## src/common/pdpwm_pkg.sv

```systemverilog
// Shared constants, types and decode for the pulse division PWM block
// Assumes one 100 MHz system clock and an Avalon-MM host with 32-bit data
// How it works
// - Clock select 0 runs the generator on system clock over two, period 16384 clocks.
// - Clock select 1 runs it on system clock over four, period 32768 clocks.
// - Control bits 7 to 1 read as ones and ignore writes; only bit 0 is writable.
// - The width value is 14 bits: 6 in the upper data register, 8 in the lower.
// - Reading either data register always returns all ones.
// - Lower byte first; writing the upper byte latches all 14 bits, applied at a period edge.
// - After reset the combined data pair holds c000, the least high width.
// - One conversion period is made of 64 pulses.
// - High time per period equals the value plus 64, times half the input clock period.
// - Values from ffc0 to ffff keep the output high all the time.
`default_nettype none

package pdpwm_pkg;

   // ----------------------------------------------------------------
   // Widths
   // ----------------------------------------------------------------
   localparam int unsigned PDPWM_DATA_W     = 14;
   localparam int unsigned PDPWM_UPPER_W    = 6;
   localparam int unsigned PDPWM_LOWER_W    = 8;
   localparam int unsigned PDPWM_PULSE_BITS = 6;
   localparam int unsigned PDPWM_POS_BITS   = 8;

   // ----------------------------------------------------------------
   // Register map, byte addresses, one word each
   // ----------------------------------------------------------------
   localparam logic [3:0] PDPWM_OFF_CTRL   = 4'h0;
   localparam logic [3:0] PDPWM_OFF_LOWER  = 4'h4;
   localparam logic [3:0] PDPWM_OFF_UPPER  = 4'h8;
   localparam logic [3:0] PDPWM_OFF_STATUS = 4'hc;

   // One-hot select positions returned by the decoder
   localparam int unsigned PDPWM_SEL_CTRL   = 0;
   localparam int unsigned PDPWM_SEL_LOWER  = 1;
   localparam int unsigned PDPWM_SEL_UPPER  = 2;
   localparam int unsigned PDPWM_SEL_STATUS = 3;

   // ----------------------------------------------------------------
   // Fields and values
   // ----------------------------------------------------------------
   localparam int unsigned PDPWM_CTRL_SEL_BIT  = 0;
   localparam int unsigned PDPWM_STAT_PEND_BIT = 0;
   localparam int unsigned PDPWM_STAT_LVL_BIT  = 1;
   localparam logic [6:0]  PDPWM_CTRL_RSVD     = 7'h7f;
   localparam logic [7:0]  PDPWM_DATA_READ     = 8'hff;
   localparam logic        PDPWM_SEL_RESET     = 1'b0;
   localparam logic [15:0] PDPWM_WIDTH_RESET   = 16'hc000;
   localparam logic [1:0]  PDPWM_TOP_ONES      = 2'h3;
   localparam logic [13:0] PDPWM_FULL_MIN      = 14'h3fc0;
   localparam int unsigned PDPWM_H_OFFSET      = 64;

   // ----------------------------------------------------------------
   // Types and decode
   // ----------------------------------------------------------------
   typedef enum logic [1:0] {
      PDPWM_BUS_IDLE = 2'b01,
      PDPWM_BUS_ANS  = 2'b10
   } pdpwm_bus_t;

   // Aligned address to one-hot register select, zero when unmapped
   function automatic logic [3:0] pdpwm_decode(input logic [3:0] addr);
      logic [3:0] sel;
      sel = 4'h0;
      sel[PDPWM_SEL_CTRL]   = (addr == PDPWM_OFF_CTRL);
      sel[PDPWM_SEL_LOWER]  = (addr == PDPWM_OFF_LOWER);
      sel[PDPWM_SEL_UPPER]  = (addr == PDPWM_OFF_UPPER);
      sel[PDPWM_SEL_STATUS] = (addr == PDPWM_OFF_STATUS);
      return sel;
   endfunction : pdpwm_decode

endpackage : pdpwm_pkg

`default_nettype wire

```

## src/hw/pdpwm_clkdiv.sv

```systemverilog
// Divider giving the half input clock period enable of the PWM
// Assumes the select is a registered control bit in the same clock domain
`timescale 1ns/1ps
`default_nettype none

module pdpwm_clkdiv
   import pdpwm_pkg::*;
(
   input  wire logic clock,
   input  wire logic rst_n,
   input  wire logic div4_sel,
   output logic      unit_en
);

   logic phase_q;
   logic phase_d;

   // Half of phi/2 is every clock, half of phi/4 is every other clock
   always_comb
   begin
      phase_d = div4_sel ? ~phase_q : 1'b0;
      unit_en = div4_sel ? phase_q : 1'b1;
   end

   // Phase register
   always_ff @(posedge clock)
   begin
      if (!rst_n)
         phase_q <= 1'b0;
      else
         phase_q <= phase_d;
   end

endmodule : pdpwm_clkdiv

`default_nettype wire

```

## src/hw/pdpwm_wave.sv

```systemverilog
// Pulse division waveform generator with staged and active width values
// Assumes unit_en marks one half period of the PWM input clock
`timescale 1ns/1ps
`default_nettype none

module pdpwm_wave
   import pdpwm_pkg::*;
#(
   parameter int unsigned PULSE_BITS = PDPWM_PULSE_BITS,
   parameter int unsigned POS_BITS   = PDPWM_POS_BITS
)
(
   input  wire logic                    clock,
   input  wire logic                    rst_n,
   input  wire logic                    unit_en,
   input  wire logic                    load_req,
   input  wire logic [PDPWM_DATA_W-1:0] load_value,
   output logic                         pwm_level,
   output logic                         update_pending
);

   localparam int unsigned CNT_W = PULSE_BITS + POS_BITS;
   localparam int unsigned H_W   = CNT_W + 1;
   localparam int unsigned WID_W = POS_BITS + 2;

   if (CNT_W != PDPWM_DATA_W)
   begin : g_bad_split
      $error("pulse and position bits must add up to the data width");
   end

   logic [CNT_W-1:0]      cnt_q, cnt_d, active_q, active_d, staged_q, staged_d;
   logic                  pending_q, pending_d, out_q, out_d;
   logic [PULSE_BITS-1:0] idx, idx_rev;
   logic [POS_BITS-1:0]   pos;
   logic [H_W-1:0]        h_val, acc_q, acc_d;
   logic [WID_W-1:0]      width, pacc_q, pacc_d;
   logic                  level_now, period_end;

   // Pulse index in the top bits, position inside the pulse below
   assign idx = cnt_q[CNT_W-1:POS_BITS];
   assign pos = cnt_q[POS_BITS-1:0];
   for (genvar i = 0; i < PULSE_BITS; i++)
   begin : g_rev
      assign idx_rev[i] = idx[PULSE_BITS-1-i];
   end

   // Spread value plus 64 units: base per pulse, remainder by bit-reversed index
   assign h_val      = {1'b0, active_q} + H_W'(PDPWM_H_OFFSET);
   assign width      = {1'b0, h_val[H_W-1:PULSE_BITS]}
                       + WID_W'(idx_rev < h_val[PULSE_BITS-1:0]);
   assign level_now  = {2'b00, pos} < width;
   assign period_end = unit_en & (&cnt_q);

   // Counter, output, value staging and period-edge update
   always_comb
   begin
      cnt_d     = unit_en ? CNT_W'(cnt_q + 1'b1) : cnt_q;
      out_d     = unit_en ? level_now : out_q;
      staged_d  = load_req ? load_value : staged_q;
      active_d  = (period_end & pending_q) ? staged_q : active_q;
      pending_d = load_req | (pending_q & ~period_end);
      acc_d     = unit_en ? ((&cnt_q) ? '0 : H_W'(acc_q + level_now)) : acc_q;
      pacc_d    = unit_en ? ((&pos) ? '0 : WID_W'(pacc_q + level_now)) : pacc_q;
   end

   // State registers
   always_ff @(posedge clock)
   begin
      if (!rst_n)
      begin
         cnt_q     <= '0;
         out_q     <= 1'b0;
         staged_q  <= PDPWM_WIDTH_RESET[PDPWM_DATA_W-1:0];
         active_q  <= PDPWM_WIDTH_RESET[PDPWM_DATA_W-1:0];
         pending_q <= 1'b0;
         acc_q     <= '0;
         pacc_q    <= '0;
      end
      else
      begin
         cnt_q     <= cnt_d;
         out_q     <= out_d;
         staged_q  <= staged_d;
         active_q  <= active_d;
         pending_q <= pending_d;
         acc_q     <= acc_d;
         pacc_q    <= pacc_d;
      end
   end

   assign pwm_level      = out_q;
   assign update_pending = pending_q;

   // ----------------------------------------------------------------
   // Checks
   // ----------------------------------------------------------------
   period_total_a: assert property (@(posedge clock) disable iff (!rst_n)
      period_end |-> (H_W'(acc_q + level_now) == ((h_val > H_W'(1 << CNT_W))
                      ? H_W'(1 << CNT_W) : h_val)))
      else $error("high time per period is wrong");
   pulse_even_a: assert property (@(posedge clock) disable iff (!rst_n)
      (unit_en && (&pos)) |-> (WID_W'(pacc_q + level_now) == ((width > WID_W'(1 << POS_BITS))
                               ? WID_W'(1 << POS_BITS) : width)))
      else $error("pulse high time not evenly spread");
   pulse_start_a: assert property (@(posedge clock) disable iff (!rst_n)
      (unit_en && pos == '0) |=> pwm_level)
      else $error("a pulse did not start high");
   full_high_a: assert property (@(posedge clock) disable iff (!rst_n)
      (unit_en && active_q >= PDPWM_FULL_MIN) |=> pwm_level)
      else $error("output dropped for a full-scale value");

endmodule : pdpwm_wave

`default_nettype wire

```

## src/hw/pdpwm_top.sv

```systemverilog
// Pulse division PWM: Avalon-MM register slave, divider and waveform generator
// Assumes one 100 MHz clock, a synchronous active-low reset and
// a port block outside that owns the shared pin routing select
//
// The Avalon-MM interface to the registers and the register offsets are this design's own decisions.
`timescale 1ns/1ps
`default_nettype none

module pdpwm_top
   import pdpwm_pkg::*;
#(
   parameter int unsigned PULSE_BITS = PDPWM_PULSE_BITS,
   parameter int unsigned POS_BITS   = PDPWM_POS_BITS
)
(
   input  wire logic        clock,
   input  wire logic        rst_n,
   input  wire logic [3:0]  avs_address,
   input  wire logic        avs_read,
   input  wire logic        avs_write,
   input  wire logic [31:0] avs_writedata,
   input  wire logic [3:0]  avs_byteenable,
   output logic [31:0]      avs_readdata,
   output logic             avs_waitrequest,
   input  wire logic        pwm_pin_function_select,
   output logic             pwm_out,
   output logic             pwm_out_oe
);

   // ----------------------------------------------------------------
   // Elaboration checks
   // ----------------------------------------------------------------
   if (PULSE_BITS + POS_BITS != PDPWM_DATA_W)
   begin : g_bad_split
      $error("pulse and position bits must add up to 14");
   end
   if (PDPWM_UPPER_W + PDPWM_LOWER_W != PDPWM_DATA_W)
   begin : g_bad_bytes
      $error("data byte widths must add up to 14");
   end

   // ----------------------------------------------------------------
   // Declarations
   // ----------------------------------------------------------------
   pdpwm_bus_t               bus_q;
   pdpwm_bus_t               bus_d;
   logic [31:0]              rdata_q;
   logic [31:0]              rdata_d;
   logic [31:0]              rd_word;
   logic                     ctrl_sel_q;
   logic                     ctrl_sel_d;
   logic [PDPWM_LOWER_W-1:0] lower_q;
   logic [PDPWM_LOWER_W-1:0] lower_d;
   logic [PDPWM_UPPER_W-1:0] upper_q;
   logic [PDPWM_UPPER_W-1:0] upper_d;
   logic [PDPWM_DATA_W-1:0]  load_value;
   logic [3:0]               reg_sel;
   logic                     req;
   logic                     take;
   logic                     wr_ok;
   logic                     load_req;
   logic                     unit_en;
   logic                     wave_level;
   logic                     update_pending;

   // ----------------------------------------------------------------
   // Bus request decode
   // ----------------------------------------------------------------

   // A request is answered in the cycle after it is first seen
   assign req             = avs_read | avs_write;
   assign take            = req & (bus_q == PDPWM_BUS_ANS);
   assign avs_waitrequest = req & (bus_q != PDPWM_BUS_ANS);
   assign reg_sel         = pdpwm_decode(avs_address);

   // Only the low byte lane carries a register; other lanes are dropped
   assign wr_ok = take & avs_write & avs_byteenable[0];

   // ----------------------------------------------------------------
   // Read data
   // ----------------------------------------------------------------

   // Read word; unmapped addresses read zero
   always_comb
   begin
      rd_word = 32'h0000_0000;
      if (reg_sel[PDPWM_SEL_CTRL])
         rd_word[7:0] = {PDPWM_CTRL_RSVD, ctrl_sel_q};
      if (reg_sel[PDPWM_SEL_LOWER] | reg_sel[PDPWM_SEL_UPPER])
         rd_word[7:0] = PDPWM_DATA_READ;
      if (reg_sel[PDPWM_SEL_STATUS])
      begin
         rd_word[PDPWM_STAT_PEND_BIT] = update_pending;
         rd_word[PDPWM_STAT_LVL_BIT]  = wave_level;
      end
   end

   // ----------------------------------------------------------------
   // Bus state and register writes
   // ----------------------------------------------------------------

   // Next bus state, read capture and register updates
   always_comb
   begin
      bus_d      = bus_q;
      rdata_d    = rdata_q;
      ctrl_sel_d = ctrl_sel_q;
      lower_d    = lower_q;
      upper_d    = upper_q;
      unique case (bus_q)
         PDPWM_BUS_IDLE:
         begin
            if (req)
            begin
               bus_d = PDPWM_BUS_ANS;
               if (avs_read)
                  rdata_d = rd_word;
            end
         end
         PDPWM_BUS_ANS:
         begin
            bus_d = PDPWM_BUS_IDLE;
         end
         default:
         begin
            bus_d = PDPWM_BUS_IDLE;
         end
      endcase
      if (wr_ok & reg_sel[PDPWM_SEL_CTRL])
         ctrl_sel_d = avs_writedata[PDPWM_CTRL_SEL_BIT];
      if (wr_ok & reg_sel[PDPWM_SEL_LOWER])
         lower_d = avs_writedata[PDPWM_LOWER_W-1:0];
      if (wr_ok & reg_sel[PDPWM_SEL_UPPER])
         upper_d = avs_writedata[PDPWM_UPPER_W-1:0];
   end

   // Registers of the slave
   always_ff @(posedge clock)
   begin
      if (!rst_n)
      begin
         bus_q      <= PDPWM_BUS_IDLE;
         rdata_q    <= 32'h0000_0000;
         ctrl_sel_q <= PDPWM_SEL_RESET;
         lower_q    <= PDPWM_WIDTH_RESET[PDPWM_LOWER_W-1:0];
         upper_q    <= PDPWM_WIDTH_RESET[PDPWM_DATA_W-1:PDPWM_LOWER_W];
      end
      else
      begin
         bus_q      <= bus_d;
         rdata_q    <= rdata_d;
         ctrl_sel_q <= ctrl_sel_d;
         lower_q    <= lower_d;
         upper_q    <= upper_d;
      end
   end

   assign avs_readdata = rdata_q;

   // ----------------------------------------------------------------
   // Value hand-off
   // ----------------------------------------------------------------

   // Upper byte write carries the held lower byte along with it
   assign load_req   = wr_ok & reg_sel[PDPWM_SEL_UPPER];
   assign load_value = {avs_writedata[PDPWM_UPPER_W-1:0], lower_q};

   // ----------------------------------------------------------------
   // Datapath
   // ----------------------------------------------------------------

   // Half input period enable from the clock select
   pdpwm_clkdiv u_clkdiv (
      .clock    (clock),
      .rst_n    (rst_n),
      .div4_sel (ctrl_sel_q),
      .unit_en  (unit_en)
   );

   // Waveform generator
   pdpwm_wave #(
      .PULSE_BITS (PULSE_BITS),
      .POS_BITS   (POS_BITS)
   ) u_wave (
      .clock          (clock),
      .rst_n          (rst_n),
      .unit_en        (unit_en),
      .load_req       (load_req),
      .load_value     (load_value),
      .pwm_level      (wave_level),
      .update_pending (update_pending)
   );

   // Pin drive follows the port routing select; routing is set first by software
   assign pwm_out    = wave_level;
   assign pwm_out_oe = pwm_pin_function_select;

   // ----------------------------------------------------------------
   // Checks
   // ----------------------------------------------------------------

   ans_next_a: assert property (@(posedge clock) disable iff (!rst_n)
      (req && bus_q == PDPWM_BUS_IDLE) |=> !avs_waitrequest)
      else $error("bus answer not given in the next cycle");

   div2_rate_a: assert property (@(posedge clock) disable iff (!rst_n)
      (!ctrl_sel_q) |-> unit_en)
      else $error("divide by two enable missing");

   div4_rate_a: assert property (@(posedge clock) disable iff (!rst_n)
      (ctrl_sel_q && $past(ctrl_sel_q)) |-> (unit_en != $past(unit_en)))
      else $error("divide by four enable does not alternate");

   ctrl_read_a: assert property (@(posedge clock) disable iff (!rst_n)
      (take && avs_read && reg_sel[PDPWM_SEL_CTRL])
         |-> (avs_readdata == {24'h00_0000, PDPWM_CTRL_RSVD, ctrl_sel_q}))
      else $error("control read does not show ones above the select");

   ctrl_write_a: assert property (@(posedge clock) disable iff (!rst_n)
      (wr_ok && reg_sel[PDPWM_SEL_CTRL])
         |=> (ctrl_sel_q == $past(avs_writedata[PDPWM_CTRL_SEL_BIT])))
      else $error("clock select not written");

   data_read_a: assert property (@(posedge clock) disable iff (!rst_n)
      (take && avs_read && (reg_sel[PDPWM_SEL_LOWER] || reg_sel[PDPWM_SEL_UPPER]))
         |-> (avs_readdata == {24'h00_0000, PDPWM_DATA_READ}))
      else $error("data register read is not all ones");

   lower_hold_a: assert property (@(posedge clock) disable iff (!rst_n)
      (wr_ok && reg_sel[PDPWM_SEL_LOWER])
         |-> !load_req ##1 (lower_q == $past(avs_writedata[7:0])))
      else $error("lower byte not held or loaded early");

   upper_load_a: assert property (@(posedge clock) disable iff (!rst_n)
      (wr_ok && reg_sel[PDPWM_SEL_UPPER])
         |-> (load_req && load_value == {avs_writedata[5:0], lower_q}))
      else $error("upper write did not hand over the full value");

   pend_set_a: assert property (@(posedge clock) disable iff (!rst_n)
      load_req |=> update_pending
         ##1 (update_pending || $past(u_wave.period_end)))
      else $error("loaded value not pending for the period edge");

   reset_value_a: assert property (@(posedge clock) disable iff (!rst_n)
      $rose(rst_n) |-> ({PDPWM_TOP_ONES, upper_q, lower_q} == PDPWM_WIDTH_RESET))
      else $error("data pair does not reset to the least width");

   pin_enable_a: assert property (@(posedge clock) disable iff (!rst_n)
      pwm_out_oe == pwm_pin_function_select)
      else $error("pin enable does not follow routing select");

   cover_slow_load_c: cover property (@(posedge clock) disable iff (!rst_n)
      ctrl_sel_q && load_req);
   cover_ctrl_read_c: cover property (@(posedge clock) disable iff (!rst_n)
      take && avs_read && reg_sel[PDPWM_SEL_CTRL]);
   cover_applied_c: cover property (@(posedge clock) disable iff (!rst_n)
      $fell(update_pending));
   cover_high_run_c: cover property (@(posedge clock) disable iff (!rst_n)
      wave_level [*8]);
   cover_status_read_c: cover property (@(posedge clock) disable iff (!rst_n)
      take && avs_read && reg_sel[PDPWM_SEL_STATUS]);

   // ----------------------------------------------------------------
   // Protocol and hold checks
   // ----------------------------------------------------------------

   // An idle bus never stalls, and every fresh request waits one cycle
   idle_wait_a: assert property (@(posedge clock) disable iff (!rst_n)
      (!req)
         |-> !avs_waitrequest)
      else $error("waitrequest raised with no request");

   first_wait_a: assert property (@(posedge clock) disable iff (!rst_n)
      (req && bus_q == PDPWM_BUS_IDLE)
         |-> avs_waitrequest)
      else $error("request answered without its wait cycle");

   // Read data stand until the next read is captured
   rdata_hold_a: assert property (@(posedge clock) disable iff (!rst_n)
      !(avs_read && bus_q == PDPWM_BUS_IDLE)
         |=> $stable(avs_readdata))
      else $error("read data changed without a read");

   status_read_a: assert property (@(posedge clock) disable iff (!rst_n)
      (take && avs_read && reg_sel[PDPWM_SEL_STATUS])
         |-> (avs_readdata == {30'h0, $past(wave_level), $past(update_pending)}))
      else $error("status read does not match pending and level");

   unmapped_read_a: assert property (@(posedge clock) disable iff (!rst_n)
      (take && avs_read && reg_sel == 4'h0)
         |-> (avs_readdata == 32'h0000_0000))
      else $error("unmapped read is not zero");

   // Registers move only on their own accepted write
   ctrl_keep_a: assert property (@(posedge clock) disable iff (!rst_n)
      !(wr_ok && reg_sel[PDPWM_SEL_CTRL])
         |=> $stable(ctrl_sel_q))
      else $error("clock select changed without a write");

   lower_keep_a: assert property (@(posedge clock) disable iff (!rst_n)
      !(wr_ok && reg_sel[PDPWM_SEL_LOWER])
         |=> $stable(lower_q))
      else $error("lower byte changed without a write");

   upper_keep_a: assert property (@(posedge clock) disable iff (!rst_n)
      !(wr_ok && reg_sel[PDPWM_SEL_UPPER])
         |=> $stable(upper_q))
      else $error("upper bits changed without a write");

   // Nothing is waiting for a period edge unless an upper write put it there
   pend_quiet_a: assert property (@(posedge clock) disable iff (!rst_n)
      (!load_req && !update_pending)
         |=> !update_pending)
      else $error("update pending without an upper write");

endmodule : pdpwm_top

`default_nettype wire

```

## config.mk

```make
export PLATFORM = sky130hd
export DESIGN_NAME = pdpwm_top
export DESIGN_NICKNAME = d
export VERILOG_FILES = /design/src/common/pdpwm_pkg.sv /design/src/hw/pdpwm_clkdiv.sv /design/src/hw/pdpwm_wave.sv /design/src/hw/pdpwm_top.sv
export SDC_FILE = /design/constraint.sdc
export NUM_CORES = 1
export LEC_CHECK = 0
export BUFFER_PORTS_ARGS = -buffer_cell sky130_fd_sc_hd__clkbuf_2
export CORE_MARGIN = 5
export CORE_UTILIZATION = 55
export DETAILED_ROUTE_END_ITERATION = 8
export PLACE_DENSITY = 0.83
export SYNTH_ARGS = -nofsm -noshare
export SYNTH_HDL_FRONTEND = slang
export SYNTH_SLANG_ARGS = --single-unit
```

## constraint.sdc

```tcl
create_clock -name clock -period 5.5 [get_ports clock]
set_input_delay 1.375 -clock clock [delete_from_list [all_inputs] [get_ports clock]]
set_output_delay 1.375 -clock clock [all_outputs]
set_load 0.1 [all_outputs]
```

==> summary.txt <==
Initial Util -> 0.572
Max stage delay on crit path -> 330 ps
NumNets Final -> 417
Synth Area in Simple Gates -> 0.219
WHS Endpoint -> u_wave.staged_q[4]
Yosys top cell area share -> 0.370
Routed Antenna Nets -> 0
Top-Level Pins -> 80
DR vias -> 2186
Max Fanout on Critical Path -> 4
count of cell types in the netlist -> 41
Remaining Overflow, GRT -> 0
worst flop-to-flop path endpoint -> u_wave.pwm_level
flops & latches, synth -> 59
GP Congestion -> 0.851
H-tree Lvls -> 3
switching power of the nets -> 0.000290 W
initial antenna violation count -> 0
setup bufs post-CTS -> 0
sequential share of power -> 0.450
first-pass GRT wire length -> 9490 µm
Peak Freq -> 286 MHz
largest family of logic cells by synthesized area -> simple AND/OR/NAND/NOR gates
# Max-Cap Violations -> 0
largest net degree at the start of global routing -> 59
share of layout cells above drive strength 1 -> 0.136
crit-path leading delay family -> compound AO/OA/AOI/OAI gates
clock power share -> 0.409
post-cts resize count -> 0
Top cell by count, worst path -> ha_1
crit end category -> flop
Pwr per Cell Area -> 285 nW/µm²
RSZ-0062 raised after global routing -> no
Int Power -> 0.000683 W
leading cell types by total area after synthesis -> dfxtp_1, mux2i_1, nor2b_1
# clock sinks -> 59
Max clock buf depth -> 2
Register-to-Register Path Depth -> 17
wire length per cell -> 13.0 µm
HPWL after DPL -> 4090 µm
Yosys warnings -> 0
# setup viols final -> 0
Worst Setup Start Kind -> flop
Hold Buf Count CTS -> 0
data required time of the worst path -> 5790 ps
die area -> 7420 µm²
root buf cell -> clkbuf_8
sequential area share after synthesis -> 0.370
vias per cell -> 5.06
gr usage total -> 0.164
Synth Area in XOR/XNOR -> 0.0549
Tcrit/Tclk final -> 0.636
Hold WC Path Type -> reg -> reg
Slew Viols, Final -> 0
Fin. Hold Viols -> 0
CP Data Arrival Time -> 3790 ps
mux cell area share after synthesis -> 0.116
Synth Area in Adders -> 0.0627
Slew @ Worst Pin -> 866 ps
compound-cell area share of the yosys netlist -> 0.0659
switching power share of the total -> 0.298
status -> finished clean
CP Buf/Inv Count -> 1
min Tclk post-route -> 3500 ps
Layout area overhead -> 6.98%
area leader, netlist -> dfxtp_1
reg-to-reg setup timing slack -> 2000 ps
Power Total -> 0.000973 W
Setup Skew -> 5.83 ps
worst path cell trace -> inv_1 > ha_1 > a21o_1 > a21o_1 > a21oi_1 > o21a_1 > ha_1 > and3_1 > o2111ai_1 > a21oi_1 > o21ai_0 > xor2_1 > ha_1 > a211oi_1 > o221ai_1 > o211ai_1 > o221a_2
Netlist Area Pre-Place -> 3190 µm²
core box area -> 5570 µm²
Post-Route Setup TNS -> 0 ps
Ant. Diodes -> 0
commonest non-fill, non-tap cells in the layout -> dfxtp_1, nor2b_1, mux2i_1
Mapped Cells -> 338
CTS Buf Count -> 9
WS Path Type -> reg -> reg
Fill cells -> 473
DR iter-0 viols -> 99
worst r2r src -> u_wave.active_q[1]
worst hold margin -> 516 ps
vias in the first global route -> 2080
cell leakage power -> 1.38 nW
Port Buffer Count -> 26
Mean Syn Cell Area -> 9.44 µm²
Die Width -> 86.2 µm
Combinational Power Share -> 0.141
hold path depth -> 2
crit path max-delay cell type -> dfxtp_1
drt pass-1 iters -> 4
final wirelength -> 5640 µm
Max transition margin -> 0.423
VDD IR max -> 0.000188 V
Worst-Skew Late Latency -> 340 ps
CTS tree -> yes
most common cell after layout, fill and taps aside -> dfxtp_1
register clock-pin slew on the reported worst setup and hold paths -> 60 ps
Die Y -> 86.2 µm
Hold Crit Start -> u_wave.staged_q[4]
drt drc -> 0
Cell Rows -> 27
==> logic make-up (layout without fill, tap and decap cells) <==
kind of cell             after synthesis  in the layout
XOR/XNOR                              20             20
AND/OR/NAND/NOR                      118            118
multiplexers                          37             37
other                                  1             24
AO/OA/AOI/OAI                         31             31
flip-flops                            59             59
adder cells (fa/ha/maj)               16             16
buffers and inverters                 56             55
==> synth_stat cells <==
cell type and n:
nand3_4 1, o21ai_0 5, buf_2 4, a31oi_1 2, buf_4 30, o221a_2 1, o2111ai_1 1, dfxtp_1 59
and3b_1 1, and2_1 13, nand3_2 1, and3_1 4, nand4b_1 1, nor3b_1 3, o21a_1 3, nor2b_1 43
conb_1 1, nand3_1 6, nor3_1 5, buf_6 3, nor4_4 1, nand4_1 7, o211ai_1 1, mux2i_1 37
o221ai_1 1, nand2b_1 4, a32o_1 1, and2b_1 1, xor2_1 7, a31o_2 1, inv_1 12, ha_1 16
clkbuf_1 7, nand2_1 20, a21oi_1 7, nor2_1 6, xnor2_1 13, a211oi_1 2, a21boi_0 3, a21o_1 3
nor4_1 1
==> how the worst max path moves through the flow <==
stage / from / to / slack [ps] / cells past startpoint
after global routing: u_wave.active_q[1] / u_wave.pwm_level / 1650 / 17
after CTS: u_wave.active_q[1] / u_wave.pwm_level / 1980 / 17
final: u_wave.active_q[1] / u_wave.pwm_level / 2000 / 17
after detailed placement: u_wave.active_q[1] / u_wave.pwm_level / 2040 / 17
after global placement: avs_read / avs_waitrequest / 2050 / 4
after floorplan: avs_write / avs_waitrequest / 1450 / 2
==> flip-flops by register name (all words and copies together) (netlist names) <==
signal                 cells
lower_q                    8
u_wave.active_q           14
u_wave.cnt_q              14
u_wave.update_pending      1
ctrl_sel_q                 1
bus_q                      2
u_clkdiv.phase_q           1
avs_readdata               3
u_wave.staged_q           14
u_wave.pwm_level           1
==> power by group through the flow <==
stage	Clock [W]	Sequential, W	Combinational (W)
floorplan	0	0.000459	0.000128
global placement	0	0.000447	0.000136
detailed placement	0	0.000447	0.000137
CTS	0.000405	0.000437	0.000137
global route	0.000425	0.000438	0.000143
finish	0.000398	0.000438	0.000137
==> stage by stage <==
step / instance area (µm²) / utilization / instances / setup slack [ps]
2_1_floorplan: 3280 / - / 361 / 1450
3_3_place_gp: 3210 / 0.576 / 417 / 2050
3_5_place_dp: 3210 / 0.576 / 417 / 2040
4_1_cts: 3410 / 0.612 / 432 / 1980
5_1_grt: 3410 / 0.612 / 432 / 1650
6_report: 3410 / 0.612 / 432 / 2000
==> layout make-up <==
class	count	area [µm²]	area share
multi-input cells	246	1750	0.513
flip-flops and latches	59	1180	0.346
clock buffers	11	151	0.0444
repair buffers	28	145	0.0425
well taps	72	90.1	0.0264
clock inverters	4	50.0	0.0147
inverters	12	45.0	0.0132
==> worst reg2reg max path, cell delays in order, from the launching register on <==
cell	delay [ps]
dfxtp_1	330
inv_1	50
ha_1	280
a21o_1	160
a21o_1	170
a21oi_1	140
o21a_1	160
ha_1	210
and3_1	210
o2111ai_1	180
a21oi_1	200
o21ai_0	130
xor2_1	170
ha_1	310
a211oi_1	260
o221ai_1	150
o211ai_1	130
o221a_2	200
==> per-layer routing <==
layer | GRT usage | share of wire | up-vias
li1 | - | - | 1125
met1 | 0.194 | 0.44 | 1005
met4 | 0.0820 | 0.025 | 0
met3 | 0.0413 | 0.049 | 12
met5 | 0 | 0 | -
met2 | 0.273 | 0.49 | 44
Power figures use the tool's default switching activity.
